--- config.mk ---
export PLATFORM = sky130hd
export DESIGN_NAME = hbridge_mode_fault_sequencer
export DESIGN_NICKNAME = d
export VERILOG_FILES = /design/src/design/hbridge_seq_pkg.sv /design/src/design/hbridge_mode_fault_sequencer.sv
export SDC_FILE = /design/constraint.sdc
export NUM_CORES = 1
export LEC_CHECK = 0
export BUFFER_PORTS_ARGS = -buffer_cell sky130_fd_sc_hd__buf_2
export CORE_ASPECT_RATIO = 0.6
export CORE_MARGIN = 2
export CORE_UTILIZATION = 35
export DETAILED_ROUTE_END_ITERATION = 8
export GPL_ROUTABILITY_DRIVEN = 0
export HOLD_SLACK_MARGIN = 0.15
export SLEW_MARGIN = 10
export SYNTH_ARGS = -nofsm -noshare
export SYNTH_HDL_FRONTEND = slang
export SYNTH_SLANG_ARGS = --single-unit
--- constraint.sdc ---
create_clock -name clk -period 6.05 [get_ports clk]
set_input_delay 1.815 -clock clk [delete_from_list [all_inputs] [get_ports clk]]
set_output_delay 1.815 -clock clk [all_outputs]
set_load 0.02 [all_outputs]
--- src/design/hbridge_seq_pkg.sv ---
// Constants, register map and state encoding for the H-bridge sequencer
package hbridge_seq_pkg;

    // ------------------------------------------------------------
    // Clock and timing
    // ------------------------------------------------------------
    localparam int CLK_MHZ                = 20;
    localparam int POWERUP_FLAG_TIME_NS   = 1000;    // Least hold of the flag at power-up
    localparam int TURN_ON_TIME_NS        = 1000000; // Longest wake-to-flag-release time
    localparam int POWERDOWN_DELAY_NS     = 8000;    // Least delay before power-down
    localparam int WAKE_PULSE_MIN_NS      = 1000;    // Least low pulse that clears faults
    localparam int CHOP_OFF_TIME_NS       = 10000;   // High-side off time per chop
    localparam int CNT_W                  = 16;

    localparam logic [CNT_W-1:0] POWERUP_FLAG_CYC =
        CNT_W'((POWERUP_FLAG_TIME_NS * CLK_MHZ + 999) / 1000);
    localparam logic [CNT_W-1:0] TURN_ON_CYC =
        CNT_W'((TURN_ON_TIME_NS / 1000) * CLK_MHZ);
    localparam logic [CNT_W-1:0] POWERDOWN_DELAY_CYC =
        CNT_W'((POWERDOWN_DELAY_NS * CLK_MHZ + 999) / 1000);
    localparam logic [CNT_W-1:0] WAKE_PULSE_MIN_CYC =
        CNT_W'((WAKE_PULSE_MIN_NS * CLK_MHZ + 999) / 1000);
    localparam logic [CNT_W-1:0] CHOP_OFF_CYC =
        CNT_W'((CHOP_OFF_TIME_NS * CLK_MHZ + 999) / 1000);
    localparam logic [CNT_W-1:0] CHOP_OFF_HOT_CYC = CNT_W'(2 * CHOP_OFF_CYC);

    // ------------------------------------------------------------
    // Register map (byte addresses)
    // ------------------------------------------------------------
    localparam logic [7:0] ADDR_CONTROL = 8'h00;
    localparam logic [7:0] ADDR_STATUS  = 8'h04;
    localparam logic [7:0] ADDR_STATE   = 8'h08;

    // Control fields
    localparam int CTL_OUT_EN = 0;
    localparam int CTL_SER_A  = 1;
    localparam int CTL_SER_B  = 2;
    localparam int CTL_HALF   = 3;
    localparam int CTL_SLEW_L = 4;
    localparam int CTL_LIM_L  = 8;
    localparam logic [31:0] CONTROL_MASK  = 32'h0000_037f;
    // Out enabled, 2.0 V/us slew (code 3), 7.0 A limit (code 1)
    localparam logic [31:0] CONTROL_RESET = 32'h0000_0131;

    // Status fields, sticky
    localparam int ST_OVERTEMP  = 0;
    localparam int ST_THERMWARN = 1;
    localparam int ST_OVERCUR   = 2;
    localparam int ST_OVERVOLT  = 3;
    localparam int ST_UNDERVOLT = 4;
    localparam int ST_PUMPLOW   = 5;
    localparam int ST_W         = 6;
    localparam logic [ST_W-1:0] FAULT_BITS = 6'h3d;

    // ------------------------------------------------------------
    // Operating states
    // ------------------------------------------------------------
    typedef enum logic [2:0] {
        ST_SLEEP   = 3'b000,
        ST_PWRUP   = 3'b001,
        ST_STANDBY = 3'b010,
        ST_NORMAL  = 3'b011,
        ST_FAULT   = 3'b100,
        ST_PWRDN   = 3'b101
    } opstate_t;

endpackage

--- src/design/hbridge_mode_fault_sequencer.sv ---
// Operating-state, fault-flag and protection sequencer for an H-bridge driver
//
// How it works
// - Six states: sleep, power-up, standby with outputs off, normal, fault, and power-down.
// - Any fault detected while running moves the block to the fault state.
// - Fault state forces outputs off, except the overvoltage brake, and holds the fault flag low.
// - Wake on enable rising edge; regulators start only if supply is good.
// - Flag low once supplies valid, at least 1.0 us, until pump good, no faults.
// - Flag returns high within 1.0 ms of wake, else fault.
// - Enable low turns both legs off at once and drives the flag low.
// - Power-down starts at least 8.0 us after enable falls; flag held meanwhile.
// - Flag releases at power-down only while the disable input is low.
// - Flag stays low until internal supplies are off.
// - Any transistor overcurrent shuts the bridge down immediately.
// - Load at limit chops the high side; four selectable limit levels.
// - Thermal warning sets a readable status bit.
// - Thermal warning doubles chop off time, lowering chop frequency.
// - Overtemperature on any transistor disables the outputs.
// - Legs follow enable, disable and direction pins with serial equivalents.
// - Eight serial slew-rate steps.
// - Defaults: 2.0 V/us slew, 7.0 A limit.
// - Serial mode bit picks full H-bridge or half-bridge.
// - Overvoltage in H-bridge mode brakes on both high sides and reports.
// - Short, overtemperature or undervoltage reports and disables outputs.
// - Enable rising after a low pulse of 1.0 us clears inactive faults.
//
// The implementer's own choices: the APB interface to the registers and the placing of the registers.
`timescale 1ns/10ps

module hbridge_mode_fault_sequencer #(
    parameter logic [15:0] TURN_ON_CYC = hbridge_seq_pkg::TURN_ON_CYC
) (
    input  wire logic        clk,
    input  wire logic        rst_b,
    input  wire logic        psel,
    input  wire logic        penable,
    input  wire logic        pwrite,
    input  wire logic [7:0]  paddr,
    input  wire logic [31:0] pwdata,
    output logic      [31:0] prdata,
    output logic             pready,
    output logic             pslverr,
    input  wire logic        wakeEnableInput,
    input  wire logic        outputOffInput,
    input  wire logic        bridgeCtlA,
    input  wire logic        bridgeCtlB,
    input  wire logic        mainSupplyOk,
    input  wire logic        suppliesValid,
    input  wire logic        pumpAboveLow,
    input  wire logic [3:0]  overCurrent,
    input  wire logic [3:0]  overTemp,
    input  wire logic        thermalWarn,
    input  wire logic        overVoltage,
    input  wire logic        underVoltage,
    input  wire logic        limitReached,
    input  wire logic        faultFlagNIn,
    output logic             faultFlagNOut,
    output logic             faultFlagNOe,
    output logic             regulatorOn,
    output logic             legAHighOn,
    output logic             legALowOn,
    output logic             legBHighOn,
    output logic             legBLowOn,
    output logic      [2:0]  slewSel,
    output logic      [1:0]  limitSel
);

    localparam int CW = hbridge_seq_pkg::CNT_W;
    localparam int SW = hbridge_seq_pkg::ST_W;

    hbridge_seq_pkg::opstate_t state_ff;
    hbridge_seq_pkg::opstate_t nxt_state;

    logic [31:0]   control_ff;
    logic [SW-1:0] status_ff;
    logic [CW-1:0] timer_ff;
    logic [CW-1:0] flagCnt_ff;
    logic [CW-1:0] lowCnt_ff;
    logic [CW-1:0] chopCnt_ff;
    logic [31:0]   prdata_ff;
    logic          wakePrev_ff;
    logic          flagLow_ff;
    logic          regOn_ff;
    logic          legAHigh_ff;
    logic          legALow_ff;
    logic          legBHigh_ff;
    logic          legBLow_ff;

    logic          wakeRise;
    logic          wakeClear;
    logic          anyOverCur;
    logic          anyOverTemp;
    logic          pumpLow;
    logic [SW-1:0] activeFaults;
    logic [SW-1:0] swClear;
    logic          faultLatched;
    logic          drivesOn;
    logic          halfMode;
    logic          ctlA;
    logic          ctlB;
    logic          chopping;
    logic          flagHoldDone;
    logic          pdDelayDone;
    logic          apbSetup;
    logic          apbWrite;
    logic          addrHit;

    // ------------------------------------------------------------
    // Event detection
    // ------------------------------------------------------------
    assign wakeRise    = wakeEnableInput & ~wakePrev_ff;
    assign wakeClear   = wakeRise & (lowCnt_ff >= hbridge_seq_pkg::WAKE_PULSE_MIN_CYC);
    assign anyOverCur  = |overCurrent;
    assign anyOverTemp = |overTemp;
    // Pump only counts once running, so start-up does not trip it
    assign pumpLow     = ~pumpAboveLow & (state_ff == hbridge_seq_pkg::ST_STANDBY
                                        || state_ff == hbridge_seq_pkg::ST_NORMAL);

    always_comb begin
        activeFaults = '0;
        activeFaults[hbridge_seq_pkg::ST_OVERTEMP]  = anyOverTemp;
        activeFaults[hbridge_seq_pkg::ST_THERMWARN] = thermalWarn;
        activeFaults[hbridge_seq_pkg::ST_OVERCUR]   = anyOverCur;
        activeFaults[hbridge_seq_pkg::ST_OVERVOLT]  = overVoltage;
        activeFaults[hbridge_seq_pkg::ST_UNDERVOLT] = underVoltage;
        activeFaults[hbridge_seq_pkg::ST_PUMPLOW]   = pumpLow;
    end

    assign faultLatched = |(status_ff & hbridge_seq_pkg::FAULT_BITS);
    assign halfMode     = control_ff[hbridge_seq_pkg::CTL_HALF];
    assign ctlA         = bridgeCtlA | control_ff[hbridge_seq_pkg::CTL_SER_A];
    assign ctlB         = bridgeCtlB | control_ff[hbridge_seq_pkg::CTL_SER_B];
    assign drivesOn     = wakeEnableInput & ~outputOffInput
                        & control_ff[hbridge_seq_pkg::CTL_OUT_EN];
    assign chopping     = chopCnt_ff != '0;
    assign flagHoldDone = flagCnt_ff >= hbridge_seq_pkg::POWERUP_FLAG_CYC;
    assign pdDelayDone  = timer_ff >= hbridge_seq_pkg::POWERDOWN_DELAY_CYC;

    // ------------------------------------------------------------
    // APB slave, zero wait states
    // ------------------------------------------------------------
    assign apbSetup = psel & ~penable;
    assign apbWrite = psel & penable & pwrite;
    assign addrHit  = paddr == hbridge_seq_pkg::ADDR_CONTROL
                   || paddr == hbridge_seq_pkg::ADDR_STATUS
                   || paddr == hbridge_seq_pkg::ADDR_STATE;
    assign pready   = psel & penable;
    assign pslverr  = psel & penable & ~addrHit;
    assign prdata   = prdata_ff;
    assign swClear  = (apbWrite && paddr == hbridge_seq_pkg::ADDR_STATUS)
                    ? pwdata[SW-1:0] : '0;

    // Read data is captured in the setup cycle so it comes from a flop
    always_ff @(posedge clk) begin
        if (!rst_b) begin
            prdata_ff <= '0;
        end else if (apbSetup) begin
            case (paddr)
                hbridge_seq_pkg::ADDR_CONTROL: prdata_ff <= control_ff;
                hbridge_seq_pkg::ADDR_STATUS:  prdata_ff <= {{(32-SW){1'b0}}, status_ff};
                hbridge_seq_pkg::ADDR_STATE:   prdata_ff <= {24'h000000, wakeEnableInput,
                                                  faultFlagNIn, flagLow_ff, regOn_ff,
                                                  1'b0, state_ff};
                default:                       prdata_ff <= '0;
            endcase
        end
    end

    always_ff @(posedge clk) begin
        if (!rst_b) begin
            control_ff <= hbridge_seq_pkg::CONTROL_RESET;
        end else if (apbWrite && paddr == hbridge_seq_pkg::ADDR_CONTROL) begin
            control_ff <= pwdata & hbridge_seq_pkg::CONTROL_MASK;
        end
    end

    assign slewSel  = control_ff[hbridge_seq_pkg::CTL_SLEW_L +: 3];
    assign limitSel = control_ff[hbridge_seq_pkg::CTL_LIM_L +: 2];

    // ------------------------------------------------------------
    // Sticky status: a present fault always wins over a clear
    // ------------------------------------------------------------
    always_ff @(posedge clk) begin
        if (!rst_b) begin
            status_ff <= '0;
        end else if (wakeClear) begin
            status_ff <= activeFaults;
        end else begin
            status_ff <= (status_ff & ~swClear) | activeFaults;
        end
    end

    // ------------------------------------------------------------
    // Enable edge and low-pulse width
    // ------------------------------------------------------------
    always_ff @(posedge clk) begin
        if (!rst_b) begin
            wakePrev_ff <= 1'b0;
        end else begin
            wakePrev_ff <= wakeEnableInput;
        end
    end

    always_ff @(posedge clk) begin
        if (!rst_b) begin
            lowCnt_ff <= '0;
        end else if (wakeEnableInput) begin
            lowCnt_ff <= '0;
        end else if (lowCnt_ff < hbridge_seq_pkg::WAKE_PULSE_MIN_CYC) begin
            lowCnt_ff <= lowCnt_ff + 1'b1;
        end
    end

    // ------------------------------------------------------------
    // Operating state machine
    // ------------------------------------------------------------
    always_comb begin
        nxt_state = state_ff;
        case (state_ff)
            hbridge_seq_pkg::ST_SLEEP: begin
                if (wakeRise && mainSupplyOk) begin
                    nxt_state = hbridge_seq_pkg::ST_PWRUP;
                end
            end
            hbridge_seq_pkg::ST_PWRUP: begin
                if (!wakeEnableInput) begin
                    nxt_state = hbridge_seq_pkg::ST_PWRDN;
                end else if (flagHoldDone && pumpAboveLow && !faultLatched) begin
                    nxt_state = hbridge_seq_pkg::ST_STANDBY;
                end else if (timer_ff >= TURN_ON_CYC) begin
                    nxt_state = hbridge_seq_pkg::ST_FAULT;
                end
            end
            hbridge_seq_pkg::ST_STANDBY, hbridge_seq_pkg::ST_NORMAL: begin
                if (!wakeEnableInput) begin
                    nxt_state = hbridge_seq_pkg::ST_PWRDN;
                end else if (faultLatched) begin
                    nxt_state = hbridge_seq_pkg::ST_FAULT;
                end else if (drivesOn) begin
                    nxt_state = hbridge_seq_pkg::ST_NORMAL;
                end else begin
                    nxt_state = hbridge_seq_pkg::ST_STANDBY;
                end
            end
            hbridge_seq_pkg::ST_FAULT: begin
                if (!wakeEnableInput) begin
                    nxt_state = hbridge_seq_pkg::ST_PWRDN;
                end else if (!faultLatched && pumpAboveLow) begin
                    nxt_state = hbridge_seq_pkg::ST_STANDBY;
                end
            end
            hbridge_seq_pkg::ST_PWRDN: begin
                if (wakeRise && mainSupplyOk) begin
                    nxt_state = hbridge_seq_pkg::ST_PWRUP;
                end else if (pdDelayDone && !suppliesValid && !outputOffInput) begin
                    nxt_state = hbridge_seq_pkg::ST_SLEEP;
                end
            end
            default: nxt_state = hbridge_seq_pkg::ST_SLEEP;
        endcase
    end

    always_ff @(posedge clk) begin
        if (!rst_b) begin
            state_ff <= hbridge_seq_pkg::ST_SLEEP;
        end else begin
            state_ff <= nxt_state;
        end
    end

    // Time spent in the current state; wraps are avoided by saturation
    always_ff @(posedge clk) begin
        if (!rst_b) begin
            timer_ff <= '0;
        end else if (nxt_state != state_ff) begin
            timer_ff <= '0;
        end else if (timer_ff != '1) begin
            timer_ff <= timer_ff + 1'b1;
        end
    end

    // Flag hold time counts only once internal supplies are valid
    always_ff @(posedge clk) begin
        if (!rst_b) begin
            flagCnt_ff <= '0;
        end else if (state_ff != hbridge_seq_pkg::ST_PWRUP || !suppliesValid) begin
            flagCnt_ff <= '0;
        end else if (!flagHoldDone) begin
            flagCnt_ff <= flagCnt_ff + 1'b1;
        end
    end

    // ------------------------------------------------------------
    // Regulators and fault flag
    // ------------------------------------------------------------
    always_ff @(posedge clk) begin
        if (!rst_b) begin
            regOn_ff <= 1'b0;
        end else if (nxt_state == hbridge_seq_pkg::ST_PWRUP) begin
            regOn_ff <= 1'b1;
        end else if (state_ff == hbridge_seq_pkg::ST_PWRDN && pdDelayDone) begin
            regOn_ff <= 1'b0;
        end
    end

    // Flag is low in power-up once supplies are valid, through fault and the whole power-down
    always_ff @(posedge clk) begin
        if (!rst_b) begin
            flagLow_ff <= 1'b0;
        end else begin
            case (nxt_state)
                hbridge_seq_pkg::ST_PWRUP:   flagLow_ff <= suppliesValid;
                hbridge_seq_pkg::ST_FAULT:   flagLow_ff <= 1'b1;
                hbridge_seq_pkg::ST_PWRDN:   flagLow_ff <= 1'b1;
                default:                     flagLow_ff <= 1'b0;
            endcase
        end
    end

    assign faultFlagNOut = 1'b0;
    assign faultFlagNOe  = flagLow_ff;
    assign regulatorOn   = regOn_ff;

    // ------------------------------------------------------------
    // Current-limit chopping
    // ------------------------------------------------------------
    // A hot die doubles the off time; the limit itself is unchanged
    always_ff @(posedge clk) begin
        if (!rst_b) begin
            chopCnt_ff <= '0;
        end else if (state_ff != hbridge_seq_pkg::ST_NORMAL) begin
            chopCnt_ff <= '0;
        end else if (chopping) begin
            chopCnt_ff <= chopCnt_ff - 1'b1;
        end else if (limitReached) begin
            chopCnt_ff <= thermalWarn ? hbridge_seq_pkg::CHOP_OFF_HOT_CYC
                                      : hbridge_seq_pkg::CHOP_OFF_CYC;
        end
    end

    // ------------------------------------------------------------
    // Bridge leg drive
    // ------------------------------------------------------------
    // Direct fault inputs also gate the legs so shutdown needs no extra cycle
    always_ff @(posedge clk) begin
        if (!rst_b) begin
            legAHigh_ff <= 1'b0;
            legALow_ff  <= 1'b0;
            legBHigh_ff <= 1'b0;
            legBLow_ff  <= 1'b0;
        end else if (!wakeEnableInput || anyOverCur || anyOverTemp || underVoltage) begin
            legAHigh_ff <= 1'b0;
            legALow_ff  <= 1'b0;
            legBHigh_ff <= 1'b0;
            legBLow_ff  <= 1'b0;
        end else if (overVoltage && !halfMode) begin
            legAHigh_ff <= 1'b1;
            legALow_ff  <= 1'b0;
            legBHigh_ff <= 1'b1;
            legBLow_ff  <= 1'b0;
        end else if (nxt_state == hbridge_seq_pkg::ST_NORMAL) begin
            legAHigh_ff <= ctlA & ~chopping;
            legALow_ff  <= ~ctlA & ~halfMode;
            legBHigh_ff <= ctlB & ~chopping;
            legBLow_ff  <= ~ctlB & ~halfMode;
        end else begin
            legAHigh_ff <= 1'b0;
            legALow_ff  <= 1'b0;
            legBHigh_ff <= 1'b0;
            legBLow_ff  <= 1'b0;
        end
    end

    assign legAHighOn = legAHigh_ff;
    assign legALowOn  = legALow_ff;
    assign legBHighOn = legBHigh_ff;
    assign legBLowOn  = legBLow_ff;

endmodule

==> metrics.cfg, run 1 <==
[finish]
final_layout_size_suffix_gt1_share_pct=15.64
num_antenna_cells=0
fillers=1282
fin_area_mm2=0.005343
nets=669
area_growth_pct=14.02

[routing]
viasPerCell=5.099
antenna_left=0
dr.pass1.iters=4
drt-total-wl_um=10840
drc_errors=0
dr.first_iter.drc_count=186
wl_per_cell_um=14.06
vias=3931

[cts]
clock_sinks=99
post_cts_resized=0
cts.path.max_buffers=2
h-tree-depth=3
cts_root_buf=clkbuf_16
cts_inserted_buffers=9
clk-insertion-delay-late_ps=350
cts_tree=built
clkTransAtPathRegs_ps=70
cts_setup_buffers=0
hold_buffers=0

[worst_setup_path]
crit_required_ps=4240
arrival_ps=2770
worstSetupEndpointType=primary output
ff2ff_path_depth=6
reg2reg_setup_slack_ps=3420
crit_type=in2out
cp_max_fo=7
start_kind=input port

[min_path]
hold_class=reg2reg
holdPathStages=2

[sta]
fin_ws_ps=1462
rsz0062_at_grt=false
period_needed_ps=4588
finClkSkew_ps=10.84
drv_slew=0
hold_violations=0
slew_headroom_pct=41.71
max_freq_mhz=218.0
setup_viol=0
whs_ps=455.0
worst_slew_pin_slew_ps=867.7
final.period_utilization_pct=75.83
timing.setup.tns_ps=0

[die]
die-height_um=93.63
core_area_mm2=0.01297
rows=32
dieWidth_um=153.4
start_util_pct=36.12
die_area_mm2=0.01436
io_pins=111

[placement]
place_hpwl_um=8095
dp_slack_ps=1456
place_area_mm2=0.005025
port-buffer-count=64

[global_route]
overflow=0
grt_max_degree=26
grt_pass1_wl_um=18190
grt_pass1_vias=3681
antenna_found_initial=0
grtUsageTotal_pct=15.49

[synth]
yosys.area.top_type=dfxtp_1
postSynthCellCount=544
synth_ff_type=dfxtp_1
synth.distinct_cells=60
synth_edf_count=0
synth_area_leaders=dfxtp_1 (42%), nor2_1 (5.8%), buf_4 (4.5%)
synth_area_mm2=0.004686
avgSynthCellArea_um2=8.614
async_flop_share_pct=0
ys_seq_area_share_pct=42.30
synth_most_common_cell=dfxtp_1
synth_seq_cells=99
ys_warn_count=0
yosys-top-cells-count=dfxtp_1 (99), nor2_1 (72), nand2_1 (34)
yosysTopAreaCellShare_pct=42.30

[job]
maxCapViolations=0

[pwr]
ir_drop_mv=0.1559
total_leakage_power_nw=2.173
powerDensity_mw_per_mm2=269.0

[outcome]
outcome=finished, final reports clean

==> area by class of cell <==
cell class                      count  area, um^2  area share, %
Tap cell                          170       212.7          3.981
Clock inverter                      6       78.83          1.475
Timing Repair Buffer               65       327.8          6.136
Inverter                           17       63.81          1.194
Sequential cell                    99        1982          37.10
Multi-Input combinational cell    404        2439          45.64
Clock buffer                       10       239.0          4.473
==> state kept, by name (all words and copies together) (netlist names) <==
register,cells
regulatorOn,1
legBHighOn,1
state_ff,3
wakePrev_ff,1
legBLowOn,1
lowCnt_ff,16
status_ff,6
chopCnt_ff,16
timer_ff,16
legALowOn,1
flagCnt_ff,16
prdata,10
faultFlagNOe,1
control_ff,9
legAHighOn,1
==> power breakdown <==
part	total (mW)	internal (mW)	switching [mW]
logic	0.148	0.0529	0.0948
registers	0.688	0.666	0.0218
clock network	0.601	0.341	0.260
total	1.44	1.06	0.376
==> cells by family (layout without fill, tap and decap cells) <==
logic type	Yosys count	after routing	synth area share (%)
AO/OA/AOI/OAI	83	83	11.88
flip-flops	99	99	42.30
buffers and inverters	63	98	7.423
multiplexers	19	19	4.059
XOR/XNOR	23	23	4.299
AND/OR/NAND/NOR	248	248	27.82
adder cells (fa/ha/maj)	8	8	2.136
other	1	23	0.08003
==> critical path, stage by stage <==
cell and delay (ps):
buf_2 90, nor4_1 260, nand2_1 220, a21oi_1 170, nor2b_1 60, buf_2 150
==> layout by cell type, fill, tap and decap left out, types with 13 or more instances in the layout <==
cell type / instances
dfxtp_1: 99
nor2_1: 72
buf_2: 64
nand2_1: 34
conb_1: 23
nand3_1: 21
a21oi_1: 19
mux2i_1: 19
o21ai_0: 18
nor3_1: 18
inv_1: 16
and2_1: 15
nor4_1: 15
and3_1: 15
nand4_1: 13
xor2_1: 13
==> path summary, 6_finish.rpt <==
check                 from             to
max               paddr[5]        pslverr
min              prdata[9]      prdata[9]
max reg2reg  chopCnt_ff[4]  chopCnt_ff[3]
min reg2reg      prdata[9]      prdata[9]
==> stage by stage <==
stage	utilization (%)	power, mW	instances
final	41.18	1.437	771
after detailed placement	38.73	0.8495	755
after global routing	41.18	1.503	771
after CTS	41.18	1.454	771
after global placement	38.73	0.8455	755
after floorplan	-	0.8147	566
==> layer usage <==
layer / global-route usage (%) / share of wire (%) / vias up
li1: - / - / 1974
met1: 21.87 / 51 / 1850
met2: 23.25 / 43 / 99
met3: 4.078 / 5.4 / 8
met4: 4.511 / 0.88 / 0
met5: 0 / 0 / -
Power figures use the tool's default switching activity.
==> inputs of run 2 (changes only) <==
Settings changed: ABC_AREA from default to 1.
Clock period 6.05 ns to 4 ns, I/O delays scaled along.
==> run 2 against run 1 <==
Net effect: clock skew fell by 3.4 ps; via count rose by 5.2%; total power rose by 48%; global-route usage rose by 0.21 points; routed wire length fell by 0.48%; cell area rose by 3.0%; sequential cell count did not move; combinational power rose by 7%; critical path depth rose by 1; clock-buffer cell count did not move; synthesized cell count rose by 22%; die area rose by 2.2%; critical path type unchanged; critical endpoint unchanged; largest power group unchanged.
==> metrics.cfg, run 2 <==
[pwr]
switching_share_pct=24.42
total_power_mw=2.121
ir_drop_mv=0.1927
powerDensity_mw_per_mm2=385.4
p_sw_mw=0.5180
pwr-share-clk_pct=44.8
seqPwrFrac_pct=47.8
p_int_mw=1.603
combPwrFrac_pct=7.5
total_leakage_power_nw=2.367

[synth]
synth_ff_type=dfxtp_1
yosysTopAreaCellShare_pct=41.37
ys_seq_area_share_pct=41.37
synth.distinct_cells=37
yosys.area.top_type=dfxtp_1
synth_area_leaders=dfxtp_1 (41%), nand2_1 (9.1%), nor2_1 (7.1%)
yosys-top-cells-count=nand2_1 (116), dfxtp_1 (99), nor2_1 (90)
async_flop_share_pct=0
synth_edf_count=0
synth_area_mm2=0.004791
ys_warn_count=0
synth_seq_cells=99
synth_most_common_cell=nand2_1
postSynthCellCount=665
avgSynthCellArea_um2=7.204

[sta]
worst_slew_pin_slew_ps=793.6
slew_headroom_pct=46.98
rsz0062_at_grt=false
period_needed_ps=3524
finClkSkew_ps=7.394
max_freq_mhz=283.8
timing.setup.tns_ps=0
fin_ws_ps=475.8
setup_viol=0
whs_ps=426.0
drv_slew=0
hold_violations=0
final.period_utilization_pct=88.11

[die]
core_area_mm2=0.01350
start_util_pct=35.48
die_area_mm2=0.01467
io_pins=111
rows=33
dieWidth_um=155.0
die-height_um=94.63

[routing]
viasPerCell=4.561
antenna_left=0
drt-total-wl_um=10790
drc_errors=0
dr.first_iter.drc_count=230
vias=4137
wl_per_cell_um=11.89
dr.pass1.iters=7

[cts]
clock_sinks=99
clkTransAtPathRegs_ps=70
hold_buffers=0
h-tree-depth=3
post_cts_resized=0
cts_setup_buffers=0
cts_tree=built
cts.path.max_buffers=2
cts_inserted_buffers=9
cts_root_buf=clkbuf_16
clk-insertion-delay-late_ps=350

[finish]
final_layout_size_suffix_gt1_share_pct=15.71
area_growth_pct=14.89
layout_commonest_cell=nand2_1
nets=800
fin_area_mm2=0.005504
stdcell_count=907
postLayoutCoreUtil_pct=40.77
num_antenna_cells=0
layout_common_cells=nand2_1 (116), dfxtp_1 (99), nor2_1 (90), inv_1 (79), buf_2 (64)
fillers=1414

[placement]
place_hpwl_um=8226
port-buffer-count=64
dp_slack_ps=464.5
place_area_mm2=0.005179
dp.cells=891

[outcome]
outcome=finished, final reports clean

[global_route]
grt_pass1_wl_um=18350
overflow=0
grtUsageTotal_pct=15.70
grt_max_degree=20
antenna_found_initial=0
grt_pass1_vias=3709

[min_path]
hold_class=reg2reg

[job]
maxCapViolations=0

[worst_setup_path]
crit_required_ps=2800
arrival_ps=2320
cp_max_fo=9
start_kind=input port
worstSetupEndpointType=primary output
crit_type=in2out

==> run 2: changes by cell type in the layout (fill, tap and decap cells not counted), sizes merged, moves of 9 or more <==
cell | previous run | this run
and2 | 16 | 1
nor2 | 73 | 91
inv | 20 | 93
nor4 | 17 | 7
a21oi | 19 | 49
nand3 | 21 | 41
and3 | 15 | 1
nand2 | 34 | 118
nor3 | 19 | 29
mux2i | 19 | 0
o21ai | 24 | 33
==> run 2: worst paths after layout <==
path            startpoint            end  slack, ps  cells after the start
max               paddr[1]        pslverr        480                      7
min          lowCnt_ff[10]  lowCnt_ff[10]        430                      2
max reg2reg   status_ff[4]    timer_ff[4]       1910                      9
min reg2reg  lowCnt_ff[10]  lowCnt_ff[10]        430                      2
==> run 2: kinds of logic after synthesis <==
kind of cell    count (synthesis)  share of synthesized area (%)
flops                          99                          41.37
fa+ha+maj                       8                          2.089
compound gates                 96                          10.81
simple gates                  313                          29.90
xor+xnor                       17                          3.108
other cells                     1                        0.07827
buf+inv                       131                          12.64
==> run 2: critical path: stages <==
cell and delay [ps]:
buf_2 80, or2_1 80, inv_1 60, nand4_1 150
clkinv_1 250, nor4_1 290, buf_2 220
==> run 2: metal layers <==
metal	track usage, %	up-vias	wire, um
li1	-	2226	-
met1	23.66	1797	5978
met2	21.70	110	4128
met3	4.176	4	608
met5	0	-	0
met4	4.167	0	72
==> run 2: area by class of cell <==
cell class / instances / area, um^2 / share of cell area [%]
multi-input combinational: 457 / 2286 / 41.53
sequential: 99 / 1982 / 36.01
inverter: 93 / 349.1 / 6.342
timing repair buffer: 67 / 342.8 / 6.229
clock buffer: 10 / 229.0 / 4.160
tap: 175 / 219.0 / 3.978
clock inverter: 6 / 96.34 / 1.750
==> run 2: power groups by stage <==
stage               Sequential, mW  Combinational [mW]  Clock (mW)
floorplan                     1.04               0.122           0
global placement              1.04               0.157           0
detailed placement            1.04               0.157           0
CTS                           1.01               0.158       0.978
global route                  1.01               0.179        1.02
finish                        1.01               0.158       0.950
==> inputs of run 3 (changes only) <==
Settings changed: ABC_AREA 1 to default.
==> run 3 against run 2 <==
Net effect: clock-buffer cell count unchanged; combinational power increased by 42%; global-route usage decreased by 0.42 points; hold slack improved by 35 ps; sequential share of layout area increased by 1.0 points; worst setup slack improved by 180 ps; critical path depth decreased by 1; critical endpoint unchanged; largest power group unchanged; highest routed layer unchanged.
==> metrics.cfg, run 3 (synthesis results as in run 1) <==
[outcome]
outcome=finished, final reports clean

[global_route]
grt_max_degree=26
antenna_found_initial=0
grtUsageTotal_pct=15.28
grt_pass1_vias=3725
overflow=0
grt_pass1_wl_um=17870

[cts]
h-tree-depth=3
cts.path.max_buffers=2
post_cts_resized=0
hold_buffers=0
clk-insertion-delay-late_ps=340
cts_inserted_buffers=9
cts_setup_buffers=0
clkTransAtPathRegs_ps=60
cts_tree=built
clock_sinks=99
cts_root_buf=clkbuf_16

[sta]
max_freq_mhz=299.1
drv_slew=0
rsz0062_at_grt=false
setup_viol=0
hold_violations=0
period_needed_ps=3343
slew_headroom_pct=41.75
worst_slew_pin_slew_ps=867.0
whs_ps=460.9
timing.setup.tns_ps=0
finClkSkew_ps=6.654
final.period_utilization_pct=83.58
fin_ws_ps=656.7

[finish]
fillers=1289
nets=669
num_antenna_cells=0
layout_commonest_cell=dfxtp_1
layout_common_cells=dfxtp_1 (99), nor2_1 (72), buf_2 (64), nand2_1 (34), conb_1 (23)
stdcell_count=770
area_growth_pct=14.18
final_layout_size_suffix_gt1_share_pct=15.50

[pwr]
total_leakage_power_nw=2.174
combPwrFrac_pct=10.2
switching_share_pct=24.82
total_power_mw=2.200
powerDensity_mw_per_mm2=411.2
ir_drop_mv=0.2071
seqPwrFrac_pct=47.3
p_sw_mw=0.5462
pwr-share-clk_pct=42.5
p_int_mw=1.654

[placement]
dp_slack_ps=642.5
port-buffer-count=64
dp.cells=755
place_hpwl_um=8096

[worst_setup_path]
cp_max_fo=7
crit_type=in2out
crit_required_ps=2800
rr_startpoint=chopCnt_ff[4]
crit_end=pslverr
crit_path_start=paddr[5]
arrival_ps=2140
reg2reg_setup_slack_ps=1500
start_kind=input port
worstSetupEndpointType=primary output
ff2ff_path_depth=6
r2r-end=chopCnt_ff[3]

[job]
maxCapViolations=0

[routing]
vias=3957
wl_per_cell_um=14.08
drc_errors=0
viasPerCell=5.139
dr.pass1.iters=5
antenna_left=0
dr.first_iter.drc_count=210
drt-total-wl_um=10850

[die]
die-height_um=93.63
io_pins=111
core_area_mm2=0.01297
start_util_pct=36.12
rows=32
dieWidth_um=153.4
die_area_mm2=0.01436

[min_path]
hold_class=reg2reg
holdPathStages=2

-- run 3: metrics by stage --
stage          utilization (%)  area [um^2]
2_1_floorplan                -         4768
3_3_place_gp             38.73         5025
3_5_place_dp             38.73         5025
4_1_cts                  41.24         5350
5_1_grt                  41.24         5350
6_report                 41.24         5350
-- run 3: worst max-delay path, stage by stage --
cell	delay, ps
buf_2	90
nor4_1	260
nand2_1	210
a21oi_1	170
nor2b_1	60
buf_2	150
-- run 3: area by class of cell --
| class | count | area (um^2) | share of cell area, % |
|---|---|---|---|
| multi-input cells | 404 | 2439 | 45.58 |
| flip-flops and latches | 99 | 1982 | 37.04 |
| repair buffers | 65 | 327.8 | 6.127 |
| clock buffers | 10 | 239.0 | 4.467 |
| well taps | 170 | 212.7 | 3.976 |
| clock inverters | 5 | 86.33 | 1.614 |
| inverters | 17 | 63.81 | 1.193 |
-- run 3: worst min-delay path by stage --
stage	slack (ps)	endpoint	from
final	460	prdata[8]	prdata[8]
after global routing	480	flagCnt_ff[8]	flagCnt_ff[8]
after CTS	460	prdata[8]	prdata[8]
after detailed placement	450	flagCnt_ff[8]	flagCnt_ff[8]
after global placement	440	prdata[8]	prdata[8]
after floorplan	430	flagCnt_ff[5]	flagCnt_ff[5]
-- run 3: power groups by stage --
| stage | clock network [mW] | registers, mW | logic, mW |
|---|---|---|---|
| 2_1_floorplan | 0 | 1.05 | 0.179 |
| 3_3_place_gp | 0 | 1.06 | 0.217 |
| 3_5_place_dp | 0 | 1.06 | 0.222 |
| 4_1_cts | 0.962 | 1.04 | 0.224 |
| 5_1_grt | 0.997 | 1.04 | 0.252 |
| 6_report | 0.934 | 1.04 | 0.224 |
-- run 3: per-layer routing --
metal / up-vias / track usage [%] / share of wire (%)
li1: 1970 / - / -
met4: 0 / 4.358 / 0.94
met5: - / 0 / 0
met2: 113 / 23.47 / 44
met1: 1867 / 21.21 / 50
met3: 7 / 3.985 / 5.7
